### config.mk
export PLATFORM = sky130hd
export DESIGN_NAME = sspc_regs
export DESIGN_NICKNAME = d
export VERILOG_FILES = /design/src/logic/sspc_pkg.sv /design/src/logic/sspc_regs.sv
export VERILOG_INCLUDE_DIRS = /design/src /design/src/logic
export SDC_FILE = /design/constraint.sdc
export NUM_CORES = 1
export LEC_CHECK = 0
export ABC_CLOCK_PERIOD_IN_PS = 5560
export BUFFER_PORTS_ARGS = -buffer_cell sky130_fd_sc_hd__buf_2
export CORE_ASPECT_RATIO = 0.75
export CORE_MARGIN = 5
export CORE_UTILIZATION = 53
export DETAILED_ROUTE_END_ITERATION = 10
export PLACE_DENSITY = 0.93
export SYNTH_ARGS = -nofsm -noshare
export SYNTH_HDL_FRONTEND = slang
export SYNTH_SLANG_ARGS = --single-unit
### constraint.sdc
create_clock -name mclk -period 5.56 [get_ports mclk]
set_input_delay 0.834 -clock mclk [delete_from_list [all_inputs] [get_ports mclk]]
set_output_delay 0.834 -clock mclk [all_outputs]
set_load 0.02 [all_outputs]
### src/logic/sspc_defs.svh
// Register offsets, field positions and reset values of the sink status
// and PHY configuration bank. Included by the bank only; the bench uses literal values.
`ifndef SSPC_DEFS_SVH
`define SSPC_DEFS_SVH

`define SSPC_ADDR_W          12
`define SSPC_OFF_OVF_STATUS  12'h110
`define SSPC_OFF_VSYNC_STATE 12'h114
`define SSPC_OFF_PHY_CONFIGURATION  12'h200
`define SSPC_OFF_IRQ_STATUS  12'h300
`define SSPC_OFF_IRQ_MASK    12'h304

`define SSPC_OVF_PIX_LSB     0
`define SSPC_OVF_UNP_LSB     4
`define SSPC_OVF_TIM_LSB     8

`define SSPC_PHY_PLL_RST_BIT 0
`define SSPC_PHY_RX_RST_BIT  1
`define SSPC_PHY_PMA_BIT     8
`define SSPC_PHY_PCS_BIT     9
`define SSPC_PHY_BUF_BIT     10
`define SSPC_PHY_EQ_BIT      11
`define SSPC_PHY_POL_BIT     12
`define SSPC_PHY_LPB_LSB     13
`define SSPC_PHY_LPB_MSB     15
`define SSPC_PHY_RESET       16'h0003
`define SSPC_PHY_WR_MASK     16'hFF03

`define SSPC_IRQ_OVF_BIT     0
`define SSPC_IRQ_MASK_RESET  32'h0000_0000

`define SSPC_RESP_OKAY       2'h0
`define SSPC_RESP_SLVERR     2'h2

`endif

### src/logic/sspc_pkg.sv
// Types shared by the status and PHY configuration bank and its bench.
package sspc_pkg;
    typedef logic [31:0] sspc_word_t;
    typedef logic [1:0]  sspc_resp_t;
    typedef logic [2:0]  sspc_lpb_t;
    typedef enum logic [0:0] {SSPC_W_IDLE, SSPC_W_RESP} sspc_wstate_t;
endpackage

### src/logic/sspc_regs.sv
// Sink status and PHY configuration register bank on AXI4-Lite.
// Assumes overflow and vsync inputs are synchronous to mclk.
//
// Design decision made here: the AXI4-Lite slave port.
`timescale 1ns/1ps
`include "sspc_defs.svh"

// Register map, one aligned 32-bit word each:
//   0x110 overflow status, read-to-clear
//         [3:0]   pixel FIFO overflow, streams one to four
//         [7:4]   video unpack FIFO overflow, streams one to four
//         [11:8]  video timing FIFO overflow, streams one to four
//         [31:12] zero
//   0x114 vsync state, read only
//         [3:0]   live vsync per stream, one cycle behind the pins
//         [31:4]  zero
//   0x200 PHY configuration, read/write
//         [0]     transceiver PLL reset, set out of reset
//         [1]     transceiver receive reset, set out of reset
//         [7:2]   zero, writes ignored
//         [8]     analog front reset
//         [9]     coding sublayer reset
//         [10]    elastic buffer reset
//         [11]    equalizer reset
//         [12]    common lane polarity invert
//         [15:13] loopback select
//         [31:16] zero, writes ignored
//   0x300 interrupt status, bit 0 set by any overflow event, write one
//         to clear; a new event in the clearing cycle keeps it set
//   0x304 interrupt mask, bit 0, clear out of reset
//
// Bus behaviour:
//   Write address and write data may arrive together or apart.
//   The response rises at the edge that takes the second of the two.
//   Read data rises at the edge that takes the address.
//   Readies stay low while a response waits for its handshake.
//   Unmapped addresses answer with a slave error and change nothing.
//   Writes to the two status words answer okay and change nothing.
//
// Hazards and limits:
//   Status inputs are taken as synchronous; no synchroniser is built in.
//   A read of the overflow word clears all twelve flags at once, so
//   software that polls must act on every bit it sees in one read.
//   The PHY outputs lag the register by one cycle, which keeps every
//   output straight from a flop at the cost of that cycle.
//   The PHY comes out of reset held in reset; software must clear the
//   two low bits before the receiver can run.
//   Byte strobes are honoured, so a byte write to the upper half only
//   leaves the PLL and receive resets as they were.
//   The overflow layout assumes four streams; other counts need the
//   field positions in the header moved to match.

// Function
// - Bits 0..3 flag pixel FIFO overflow per stream, cleared by reading.
// - Bits 4..7 flag video unpack FIFO overflow per stream.
// - Bits 8..11 flag video timing FIFO overflow per stream.
// - Vsync state register bits 0..3 show live vsync per stream.
// - Phy_configuration bits 1:0 drive transceiver PLL and receive resets.
// - Phy_configuration bits 1:0 come out of reset as 0x3.
// - Bits 8..11 drive analog, coding, buffer and equalizer resets.
// - Bit 12 drives common lane polarity, default zero.
// - Bits 15:13 drive loopback select, default zero.
module sspc_regs #(
    parameter int STREAMS = 4
) (
    input  wire logic                 mclk,
    input  wire logic                 rst,
    input  wire logic [11:0]          s_axi_awaddr,
    input  wire logic                 s_axi_awvalid,
    output logic                      s_axi_awready,
    input  wire sspc_pkg::sspc_word_t s_axi_wdata,
    input  wire logic [3:0]           s_axi_wstrb,
    input  wire logic                 s_axi_wvalid,
    output logic                      s_axi_wready,
    output sspc_pkg::sspc_resp_t      s_axi_bresp,
    output logic                      s_axi_bvalid,
    input  wire logic                 s_axi_bready,
    input  wire logic [11:0]          s_axi_araddr,
    input  wire logic                 s_axi_arvalid,
    output logic                      s_axi_arready,
    output sspc_pkg::sspc_word_t      s_axi_rdata,
    output sspc_pkg::sspc_resp_t      s_axi_rresp,
    output logic                      s_axi_rvalid,
    input  wire logic                 s_axi_rready,
    input  wire logic [STREAMS-1:0]   pix_fifo_overflow,
    input  wire logic [STREAMS-1:0]   unpack_fifo_overflow,
    input  wire logic [STREAMS-1:0]   timing_fifo_overflow,
    input  wire logic [STREAMS-1:0]   stream_vsync,
    output logic                      transceiver_pll_reset,
    output logic                      transceiver_rx_reset,
    output logic                      phy_analog_front_reset,
    output logic                      phy_coding_sublayer_reset,
    output logic                      phy_elastic_buffer_reset,
    output logic                      phy_equalizer_reset,
    output logic                      lane_polarity_invert,
    output sspc_pkg::sspc_lpb_t       phy_loopback_select,
    output logic                      irq
);
    import sspc_pkg::*;

    // State
    sspc_wstate_t      wstate_q;
    logic              aw_got_q;
    logic              w_got_q;
    logic [11:0]       awaddr_q;
    sspc_word_t        wdata_q;
    logic [3:0]        wstrb_q;
    logic [11:0]       ovf_q;
    logic [11:0]       ovf_d;
    logic [STREAMS-1:0] vsync_q;
    logic [15:0]       phy_q;
    logic              irq_sts_q;
    logic              irq_mask_q;

    // Channel handshakes
    wire aw_fire = s_axi_awvalid && s_axi_awready;
    wire w_fire  = s_axi_wvalid && s_axi_wready;
    wire ar_fire = s_axi_arvalid && s_axi_arready;
    wire have_aw = aw_got_q || aw_fire;
    wire have_w  = w_got_q || w_fire;
    wire wr_go   = (wstate_q == SSPC_W_IDLE) && have_aw && have_w;
    wire [11:0]      wr_addr = aw_got_q ? awaddr_q : s_axi_awaddr;
    wire sspc_word_t wr_data = w_got_q ? wdata_q : s_axi_wdata;
    wire [3:0]       wr_strb = w_got_q ? wstrb_q : s_axi_wstrb;

    // Byte-lane write mask
    wire sspc_word_t strb_mask = {{8{wr_strb[3]}}, {8{wr_strb[2]}},
                                  {8{wr_strb[1]}}, {8{wr_strb[0]}}};

    // Write address decode
    wire wr_phy  = wr_go && (wr_addr == `SSPC_OFF_PHY_CONFIGURATION);
    wire wr_ists = wr_go && (wr_addr == `SSPC_OFF_IRQ_STATUS);
    wire wr_imsk = wr_go && (wr_addr == `SSPC_OFF_IRQ_MASK);
    wire wr_hit  = wr_phy || wr_ists || wr_imsk
                   || (wr_addr == `SSPC_OFF_OVF_STATUS)
                   || (wr_addr == `SSPC_OFF_VSYNC_STATE);

    // Read address decode
    wire rd_ovf   = (s_axi_araddr == `SSPC_OFF_OVF_STATUS);
    wire rd_vs    = (s_axi_araddr == `SSPC_OFF_VSYNC_STATE);
    wire rd_phy   = (s_axi_araddr == `SSPC_OFF_PHY_CONFIGURATION);
    wire rd_ists  = (s_axi_araddr == `SSPC_OFF_IRQ_STATUS);
    wire rd_imsk  = (s_axi_araddr == `SSPC_OFF_IRQ_MASK);
    wire rd_hit   = rd_ovf || rd_vs || rd_phy || rd_ists || rd_imsk;
    wire ovf_read = ar_fire && rd_ovf;

    // Read data selection, unused bits zero
    wire sspc_word_t rd_word =
        rd_ovf  ? {20'h0_0000, ovf_q} :
        rd_vs   ? {{(32-STREAMS){1'b0}}, vsync_q} :
        rd_phy  ? {16'h0000, phy_q} :
        rd_ists ? {31'h0000_0000, irq_sts_q} :
        rd_imsk ? {31'h0000_0000, irq_mask_q} : 32'h0000_0000;

    // New overflow events grouped in register order
    wire [11:0] ovf_evt = {timing_fifo_overflow, unpack_fifo_overflow,
                           pix_fifo_overflow};
    wire        any_evt = |ovf_evt;

    // Sticky overflow flags: read clears, a same-cycle event survives
    always_comb begin
        ovf_d = ovf_q;
        if (ovf_read) begin
            ovf_d = 12'h000;
        end
        ovf_d = ovf_d | ovf_evt;
    end

    // Per-flag capture for all three FIFO groups of every stream
    for (genvar i = 0; i < 12; i++) begin : g_ovf
        always_ff @(posedge mclk or posedge rst) begin
            if (rst) begin
                ovf_q[i] <= 1'b0;
            end else begin
                ovf_q[i] <= ovf_d[i];
            end
        end
    end

    // Live vsync sampling
    always_ff @(posedge mclk or posedge rst) begin
        if (rst) begin
            vsync_q <= '0;
        end else begin
            vsync_q <= stream_vsync;
        end
    end

    // PHY configuration register, power-up holds PHY in reset
    always_ff @(posedge mclk or posedge rst) begin
        if (rst) begin
            phy_q <= `SSPC_PHY_RESET;
        end else if (wr_phy) begin
            phy_q <= (phy_q & ~(strb_mask[15:0] & `SSPC_PHY_WR_MASK))
                   | (wr_data[15:0] & strb_mask[15:0]
                      & `SSPC_PHY_WR_MASK);
        end
    end

    // PHY control outputs from flops.
    // Reset values match the register reset, so the PHY sees its own
    // resets held from the first instant, before any edge arrives.
    always_ff @(posedge mclk or posedge rst) begin
        if (rst) begin
            transceiver_pll_reset     <= 1'b1;
            transceiver_rx_reset      <= 1'b1;
            phy_analog_front_reset    <= 1'b0;
            phy_coding_sublayer_reset <= 1'b0;
            phy_elastic_buffer_reset  <= 1'b0;
            phy_equalizer_reset       <= 1'b0;
            lane_polarity_invert      <= 1'b0;
            phy_loopback_select       <= 3'h0;
        end else begin
            transceiver_pll_reset     <= phy_q[`SSPC_PHY_PLL_RST_BIT];
            transceiver_rx_reset      <= phy_q[`SSPC_PHY_RX_RST_BIT];
            phy_analog_front_reset    <= phy_q[`SSPC_PHY_PMA_BIT];
            phy_coding_sublayer_reset <= phy_q[`SSPC_PHY_PCS_BIT];
            phy_elastic_buffer_reset  <= phy_q[`SSPC_PHY_BUF_BIT];
            phy_equalizer_reset       <= phy_q[`SSPC_PHY_EQ_BIT];
            lane_polarity_invert      <= phy_q[`SSPC_PHY_POL_BIT];
            phy_loopback_select       <=
                phy_q[`SSPC_PHY_LPB_MSB:`SSPC_PHY_LPB_LSB];
        end
    end

    // Interrupt status (set wins over write-one clear) and mask
    always_ff @(posedge mclk or posedge rst) begin
        if (rst) begin
            irq_sts_q  <= 1'b0;
            irq_mask_q <= 1'b0;
            irq        <= 1'b0;
        end else begin
            irq_sts_q <= any_evt || (irq_sts_q && !(wr_ists
                         && wr_strb[0] && wr_data[`SSPC_IRQ_OVF_BIT]));
            if (wr_imsk && wr_strb[0]) begin
                irq_mask_q <= wr_data[`SSPC_IRQ_OVF_BIT];
            end
            irq <= irq_sts_q && irq_mask_q;
        end
    end

    // Write channel capture and response.
    // The address and data halves are latched as they arrive, so a
    // master that offers them apart is served as well as one that
    // offers them together. Once both are held the write is applied
    // in that same cycle and the response is raised; both readies
    // then stay low until the response has been taken, which keeps
    // at most one write in flight and the latches free of overrun.
    always_ff @(posedge mclk or posedge rst) begin
        if (rst) begin
            wstate_q      <= SSPC_W_IDLE;
            aw_got_q      <= 1'b0;
            w_got_q       <= 1'b0;
            awaddr_q      <= 12'h000;
            wdata_q       <= 32'h0000_0000;
            wstrb_q       <= 4'h0;
            s_axi_awready <= 1'b0;
            s_axi_wready  <= 1'b0;
            s_axi_bvalid  <= 1'b0;
            s_axi_bresp   <= `SSPC_RESP_OKAY;
        end else begin
            case (wstate_q)
                SSPC_W_IDLE: begin
                    if (aw_fire) begin
                        aw_got_q <= 1'b1;
                        awaddr_q <= s_axi_awaddr;
                    end
                    if (w_fire) begin
                        w_got_q <= 1'b1;
                        wdata_q <= s_axi_wdata;
                        wstrb_q <= s_axi_wstrb;
                    end
                    s_axi_awready <= !have_aw;
                    s_axi_wready  <= !have_w;
                    if (wr_go) begin
                        wstate_q      <= SSPC_W_RESP;
                        aw_got_q      <= 1'b0;
                        w_got_q       <= 1'b0;
                        s_axi_awready <= 1'b0;
                        s_axi_wready  <= 1'b0;
                        s_axi_bvalid  <= 1'b1;
                        s_axi_bresp   <= wr_hit ? `SSPC_RESP_OKAY
                                                : `SSPC_RESP_SLVERR;
                    end
                end
                SSPC_W_RESP: begin
                    if (s_axi_bready) begin
                        s_axi_bvalid  <= 1'b0;
                        wstate_q      <= SSPC_W_IDLE;
                        s_axi_awready <= 1'b1;
                        s_axi_wready  <= 1'b1;
                    end
                end
                default: wstate_q <= SSPC_W_IDLE;
            endcase
        end
    end

    // Read channel: one read at a time.
    // Data are captured at the address edge, so the read-to-clear of
    // the overflow word and the returned value refer to one cycle.
    // The address ready stays low until the data have been taken.
    always_ff @(posedge mclk or posedge rst) begin
        if (rst) begin
            s_axi_arready <= 1'b0;
            s_axi_rvalid  <= 1'b0;
            s_axi_rdata   <= 32'h0000_0000;
            s_axi_rresp   <= `SSPC_RESP_OKAY;
        end else if (ar_fire) begin
            s_axi_arready <= 1'b0;
            s_axi_rvalid  <= 1'b1;
            s_axi_rdata   <= rd_word;
            s_axi_rresp   <= rd_hit ? `SSPC_RESP_OKAY : `SSPC_RESP_SLVERR;
        end else if (s_axi_rvalid && s_axi_rready) begin
            s_axi_rvalid  <= 1'b0;
            s_axi_arready <= 1'b1;
        end else if (!s_axi_rvalid) begin
            s_axi_arready <= 1'b1;
        end
    end

endmodule // sspc_regs

==> impl_metrics.toml, run 1 <==
[setup_path]
required_ns = 5.79
worst_path_max_delay_cell = "nor4_4"
path_cells = "buf_2 > or3b_2 > o32a_1 > nor4_4 > mux2_2"
endpoint_kind = "flip-flop"
ff2ff_path_depth = 4
worstPathBufferInverterCount = 1
cp_slowest_stage_delay_ns = 0.66
worst_setup_path_start_kind = "input port"
cp_max_fo = 8
regToRegSetupSlack_ns = 3.05
critical_path_class = "input port to flip-flop"
crit_family = "simple AND/OR/NAND/NOR gates"
cp.arrival_ns = 2.90
r2r-start = "aw_got_q$_DFFE_PP0P_"

[power_and_ir_drop]
power_density_mw_per_mm2 = 376
leakagePower_nw = 2.16
peakVddDrop_uv = 185

[die]
fp-row-count = 26
die_area_sq_mm = 0.00896
die_x_um = 108
pin_count = 135
core_sq_mm = 0.00690
initial_core_util_pct = 54.9
fp.dieH_um = 83.2

[route]
ant_nets = 0
routed_wl_um = 8350
drt_iter0_markers = 120
vias_per_cell = 5.26
drc = 0
route.vias.total = 2606
drtPass1Iterations = 4
routedWlPerCell_um = 16.9

[placed_design]
io_buffer_count = 92
dp_hpwl_um = 6240
place.gp.congestion = 0.774
place_ws_ns = 2.50

[clock_tree]
cts_resized = 0
holdBufCountCts = 0
clock-sinks = 89
cts_setup_buffers = 0
cts_tree = "done"
numCtsBuffers = 9
cts_root_buf = "clkbuf_8"
max-clock-path-buffers = 2
cts.htree.levels = 3
clk_pin_slew_worst_paths_ns = 0.09
clk_latency_ns = 0.35

[sta]
period_share_pct = 48.0
fmax_mhz = 375
min_period_ns = 2.67
setup_violations = 0
slew_headroom_pct = 41.3
tns_ns = 0
finalClockSkew_ns = 0.0123
drv_slew = 0
postLayoutSetupSlackWorst_ns = 2.89
hold_viol = 0
rsz0062_at_grt = "no"
worst_slew_pin_slew_ns = 0.878

[logic_synthesis]
async_reset_ff_share_pct = 100
ys_ff_latch = 89
synthFlopType = "dfrtp_1"
yosysWarnings = 0
ys_seq_area_share_pct = 58.9
synth_cell_types = 46
syn-cell-area_sq_mm = 0.00379
synth_edf_count = 0
syn_avg_cell_area_sq_um = 12.7
synthCells = 299

[grt]
antenna_found_initial = 0
grt_pass1_vias = 2836
grt_max_degree = 47
grt_usage_pct = 19.5
grt-ovfl-total = 0
grt_pass1_wl_um = 13800

[layout]
drive_gt1_share_pct = 41.8
nNetsFinal = 475
final_cell_mix = "92 x buf_2, 85 x dfrtp_1, 48 x mux2_2"
layout_commonest_cell = "buf_2"
area_delta_synth_final_pct = 18.0
fill_cells = 546
antenna_cells = 0

[worst_hold_path]
worstHoldPathCells = 0
whs_endpoint = "transceiver_rx_reset$_DFF_PP1_"
min_path_type = "flip-flop to flip-flop"

[flow_run]
maxCapViolations = 0

[outcome]
status = "completed"
-- kinds of logic (layout without fill, tap and decap cells) --
kind of cell	Yosys count	after routing	share of synthesized area [%]
mux	53	53	15.6
buf+inv	35	116	5.45
compound gates	47	47	8.88
simple gates	74	74	11.1
flops	89	89	58.9
other cells	1	18	0.0990
-- Yosys cell counts (2+ instances only) --
cell / n / area share (%)
inv_1: 7 / 0.69
dfstp_2: 4 / 2.8
mux2_2: 48 / 14
clkbuf_1: 7 / 0.69
mux2i_1: 5 / 1.3
or3b_2: 2 / 0.46
nor2_1: 12 / 1.2
a22o_1: 4 / 0.92
buf_1: 2 / 0.20
a21o_1: 13 / 2.6
nand2b_1: 5 / 0.83
nand3_1: 5 / 0.66
nor2b_1: 2 / 0.33
and3_1: 4 / 0.66
and2_1: 2 / 0.33
a21oi_1: 6 / 0.79
nor4_1: 9 / 1.5
nand2_1: 20 / 2.0
dfrtp_1: 85 / 56
a221o_1: 3 / 0.79
nor4b_1: 3 / 0.69
buf_4: 18 / 3.6
o21ai_0: 10 / 1.3
-- how the worst max path moves through the flow --
stage,startpoint,cells past startpoint,slack [ns],endpoint
floorplan,rst,1,2.43,asynchronous set/reset pin
global placement,s_axi_awaddr[11],5,2.53,flip-flop
detailed placement,s_axi_awaddr[11],5,2.50,flip-flop
CTS,s_axi_awaddr[11],5,2.88,flip-flop
global route,s_axi_awaddr[11],5,2.83,flip-flop
finish,s_axi_awaddr[11],5,2.89,flip-flop
-- area by class of cell --
cell class / instances / area [sq um] / area share (%)
clock buffer: 12 / 155 / 3.47
clock inverter: 4 / 51.3 / 1.15
inverter: 7 / 27.5 / 0.616
multi-input combinational: 192 / 1410 / 31.6
sequential: 89 / 2230 / 49.9
tap: 98 / 123 / 2.74
timing repair buffer: 93 / 468 / 10.5
-- per-stage QoR --
step	cell area [sq um]	utilization, %	power, mW	cells	hold slack [ns]
after global placement	4260	61.8	1.22	479	0.369
after global routing	4470	64.8	1.78	495	0.388
after floorplan	3850	-	1.15	316	0.359
final	4470	64.8	1.68	495	0.392
after CTS	4470	64.8	1.70	495	0.390
after detailed placement	4260	61.8	1.24	479	0.372
-- routing by layer --
metal / vias up / part of all wire, % / GRT usage (%)
li1: 1227 / - / -
met1: 1288 / 44 / 24.9
met2: 85 / 48 / 30.9
met3: 6 / 7.8 / 7.75
met4: 0 / 0.74 / 4.93
met5: - / 0 / 0
-- report_power, final --
part	internal, mW	switching (mW)	leakage [nW]
clock network	0.233	0.217	0.103
registers	0.763	0.0909	1.07
logic	0.195	0.181	0.980
No activity file was read; power rests on OpenSTA's default activity.
==> run 2, diff against run 1 <==
Settings changed: ABC_CLOCK_PERIOD_IN_PS 5560 to 2420, CORE_UTILIZATION 53 to 45, PLACE_DENSITY 0.93 to 0.85.
Clock period 5.56 ns to 2.42 ns, I/O delays scaled along.
==> impl_metrics.toml, run 2 (synthesis results as in run 1) <==
[outcome]
status = "completed"

[route]
routed_wl_um = 8720
drc = 0
drtPass1Iterations = 4
vias_per_cell = 5.18
drt_iter0_markers = 136
ant_nets = 0
routedWlPerCell_um = 17.1
route.vias.total = 2643

[setup_path]
required_ns = 2.68
worst_setup_path_start_kind = "flip-flop"
endpoint_kind = "flip-flop"
cp_max_fo = 8
critical_path_class = "flip-flop to flip-flop"
cp.arrival_ns = 2.55
path_cells = "or4_1 > a211o_1 > nor4_1 > mux2_2"
cp_slowest_stage_delay_ns = 0.56
worst_path_max_delay_cell = "or4_1"

[clock_tree]
cts_tree = "done"
holdBufCountCts = 0
max-clock-path-buffers = 2
numCtsBuffers = 9
clk_pin_slew_worst_paths_ns = 0.07
cts_root_buf = "clkbuf_16"
cts.htree.levels = 3
clock-sinks = 89
clk_latency_ns = 0.33

[power_and_ir_drop]
p_sw_mw = 1.22
combinationalPowerShare_pct = 22.5
power_density_mw_per_mm2 = 910
peakVddDrop_uv = 493
p_int_mw = 2.99
p_clk_share_pct = 31.7
power_frac_seq_pct = 45.9
switching_share_pct = 29.0
leakagePower_nw = 2.22

[sta]
rsz0062_at_grt = "no"
worst_hold_slack_ns = 0.131
worst_slew_pin_slew_ns = 0.844
hold_viol = 0
period_share_pct = 94.9
drv_slew = 0
setup_violations = 0
min_period_ns = 2.30
finalClockSkew_ns = 0.0109
tns_ns = 0
slew_headroom_pct = 43.6
fmax_mhz = 435

[grt]
antenna_found_initial = 1
grt-ovfl-total = 0
grt_pass1_vias = 2751
grt_max_degree = 90
grt_usage_pct = 17.1
grt_pass1_wl_um = 13700

[placed_design]
post-place-cells = 494
dp_hpwl_um = 6330
place.gp.congestion = 0.735
io_buffer_count = 92

[die]
fp.dieH_um = 89.5
fp-row-count = 29
core_sq_mm = 0.00835
die_x_um = 116
die_area_sq_mm = 0.0104
pin_count = 135
initial_core_util_pct = 45.4

[layout]
area_delta_synth_final_pct = 22.4
final_cell_mix = "92 x buf_2, 85 x dfrtp_1, 48 x mux2_2"
fill_cells = 718
nNetsFinal = 480
drive_gt1_share_pct = 42.8
antenna_cells = 0
final-instance-count-excl-fill = 510
layout_commonest_cell = "buf_2"

[flow_run]
maxCapViolations = 0

[worst_hold_path]
min_path_type = "input port to flip-flop"
## run 2: power groups by stage
stage,Clock (mW),Sequential (mW),Combinational [mW]
after floorplan,0,1.94,0.695
after global placement,0,1.93,0.895
after detailed placement,0,1.96,0.945
after CTS,1.37,1.93,0.951
after global routing,1.45,1.96,1.03
final,1.34,1.93,0.947
## run 2: worst paths after layout
| check | from | slack [ns] | endpoint | depth (start not counted) |
|---|---|---|---|---|
| max in group asynchronous | rst | 1.89 | asynchronous set/reset pin | 3 |
| min in group asynchronous | rst | 0.17 | s_axi_wready$_DFFE_PP0P_ | 3 |
| min | stream_vsync[1] | 0.13 | vsync_q[1]$_DFF_PP0_ | 1 |
| max | aw_got_q$_DFFE_PP0P_ | 0.12 | flip-flop | 4 |
| min reg2reg | flip-flop | 0.38 | transceiver_pll_reset$_DFF_PP1_ | 0 |
| max reg2reg | aw_got_q$_DFFE_PP0P_ | 0.12 | flip-flop | 4 |
## run 2: layer usage
metal / part of all wire (%) / vias up / routed length [um] / track usage, %
met3: 7.5 / 14 / 653 / 5.82
met1: 44 / 1305 / 3830 / 22.1
li1: - / 1228 / - / -
met2: 47 / 94 / 4120 / 27.8
met5: 0.15 / - / 13 / 0
met4: 1.2 / 2 / 107 / 4.95
## run 2: stage by stage
step | worst slack, ns | power, mW | utilization, % | cell area (sq um)
floorplan | 0.242 | 2.64 | - | 3860
global placement | 0.0839 | 2.82 | 52.0 | 4340
detailed placement | 0.0759 | 2.90 | 52.0 | 4340
CTS | 0.111 | 4.25 | 55.5 | 4630
global route | 0.0174 | 4.44 | 55.5 | 4640
finish | 0.123 | 4.22 | 55.5 | 4640
## run 2: what timing repair did
| action | CTS | global route |
|---|---|---|
| gates resized for setup | 0 | 1 |
| buffers inserted | 0 | 0 |
| setup endpoints to repair | 0 | 8 |
## run 2: area by class of cell
type                    count  area [sq um]  area share (%)
well taps                 108           135            2.91
repair buffers             98           531            11.4
multi-input cells         192          1420            30.6
inverters                   7          30.0           0.648
clock buffers              12           256            5.53
flip-flops and latches     89          2230            48.2
clock inverters             4          33.8           0.729
## run 2: critical path: cells and delay by family, from the launching register on
| kind | cells | cell delay (ns) |
|---|---|---|
| and+or+nand+nor | 2 | 1.02 |
| DFF | 1 | 0.46 |
| muxes | 1 | 0.39 |
| AOI/OAI and AO/OA | 1 | 0.36 |
==> run 3, diff against run 2 <==
Settings changed: CTS_CLUSTER_DIAMETER from default to 150, RECOVER_POWER from default to 50.
==> impl_metrics.toml, run 3 (synthesis results as in run 1) <==
[grt]
grt-ovfl-total = 0
grt_usage_pct = 17.1
antenna_found_initial = 1
grt_max_degree = 90
grt_pass1_wl_um = 13700
grt_pass1_vias = 2751

[layout]
area_delta_synth_final_pct = 21.9
final_cell_mix = "92 x buf_2, 85 x dfrtp_1, 48 x mux2_2"
nNetsFinal = 480
drive_gt1_share_pct = 42.0
antenna_cells = 0
layout_commonest_cell = "buf_2"
fill_cells = 717
post-route-util_pct = 55.4

[sta]
worst_slew_pin_slew_ns = 1.92
min_period_ns = 2.31
fmax_mhz = 433
rsz0062_at_grt = "no"
setup_violations = 0
slew_headroom_pct = -27.7
hold_viol = 0
tns_ns = 0
period_share_pct = 95.4
drv_slew = 90
finalClockSkew_ns = 0.00904

[setup_path]
endpoint_kind = "flip-flop"
worst_path_max_delay_cell = "or4_1"
required_ns = 2.68
worstPathBufferInverterCount = 0
cp.arrival_ns = 2.57
worst_setup_path_start_kind = "flip-flop"
path_cells = "or4_1 > a211o_1 > nor4_1 > mux2_2"
r2r-start = "aw_got_q$_DFFE_PP0P_"
startpoint = "aw_got_q$_DFFE_PP0P_"
cp_max_fo = 8
cp_slowest_stage_delay_ns = 0.56
critical_path_class = "flip-flop to flip-flop"
crit_family = "simple AND/OR/NAND/NOR gates"

[clock_tree]
cts_setup_buffers = 0
clk_latency_ns = 0.33
max-clock-path-buffers = 2
cts_root_buf = "clkbuf_16"
clk_pin_slew_worst_paths_ns = 0.07
cts_tree = "done"
numCtsBuffers = 9
cts.htree.levels = 3
holdBufCountCts = 0
cts_resized = 0
clock-sinks = 89

[flow_run]
maxCapViolations = 1

[placed_design]
place.gp.congestion = 0.735
io_buffer_count = 92
dp_hpwl_um = 6330

[die]
initial_core_util_pct = 45.4
fp-row-count = 29
die_x_um = 116
pin_count = 135
die_area_sq_mm = 0.0104
core_sq_mm = 0.00835
fp.dieH_um = 89.5

[route]
drc = 0
drt_iter0_markers = 108
route.vias.total = 2638
vias_per_cell = 5.17
routedWlPerCell_um = 16.9
ant_nets = 0
routed_wl_um = 8600
drtPass1Iterations = 4

[outcome]
status = "finished, violations left"
violations = "max-capacitance violations, max-slew violations"

[power_and_ir_drop]
power_density_mw_per_mm2 = 910
peakVddDrop_uv = 491
leakagePower_nw = 2.21

[worst_hold_path]
min-delay-start = "stream_vsync[1]"
min_path_type = "input port to flip-flop"
run 3: changes by cell type in the layout (fill, tap and decap cells not counted):
cell	previous run	this run
dfstp_2	4	2
buf_12	2	1
and2_1	2	0
clkbuf_1	1	2
and2_0	0	2
dfstp_1	0	2
run 3: worst reg2reg max path, cell delays in order (launching register included):
cell	delay [ns]
dfrtp_1	0.46
or4_1	0.56
a211o_1	0.36
nor4_1	0.47
mux2_2	0.39
run 3: power by group:
part           total, mW  switching, mW  internal, mW
registers           1.93          0.175          1.76
logic              0.941          0.470         0.471
clock network       1.33          0.567         0.762
total               4.20           1.21          2.99
run 3: final timing paths:
path / cells after the start / endpoint / slack [ns]
worst max-delay path: 4 / flip-flop / 0.11
min in group asynchronous: 3 / wstrb_q[1]$_DFFE_PP0P_ / 0.76
max in group asynchronous: 3 / s_axi_rdata[0]$_DFFE_PP0P_ / 0.54
worst max register to register: 4 / flip-flop / 0.11
worst min-delay path: 1 / vsync_q[1]$_DFF_PP0_ / 0.13
worst min register to register: 0 / phy_equalizer_reset$_DFF_PP0_ / 0.39
run 3: layout make-up:
type	count	area (sq um)	area share (%)
multi-input cells	192	1420	30.7
inverters	7	30.0	0.650
well taps	108	135	2.93
clock inverters	4	33.8	0.731
flip-flops and latches	89	2230	48.3
clock buffers	12	256	5.55
repair buffers	98	514	11.1
run 3: per-stage QoR:
step	setup WS [ns]	hold WS (ns)	std cells	cell area, sq um	power, mW
finish	0.112	0.134	510	4620	4.20
global route	0.0179	0.117	510	4620	4.44
CTS	0.111	0.122	510	4630	4.25
detailed placement	0.0759	0.376	494	4340	2.90
global placement	0.0839	0.376	494	4340	2.82
floorplan	0.242	0.359	316	3860	2.64
run 3: routing by layer:
layer | up-vias | track usage [%] | part of all wire, %
met4 | 2 | 4.95 | 1.3
met2 | 83 | 27.8 | 48
met3 | 13 | 5.82 | 7.1
met1 | 1312 | 22.1 | 43
li1 | 1228 | - | -
met5 | - | 0 | 0.15
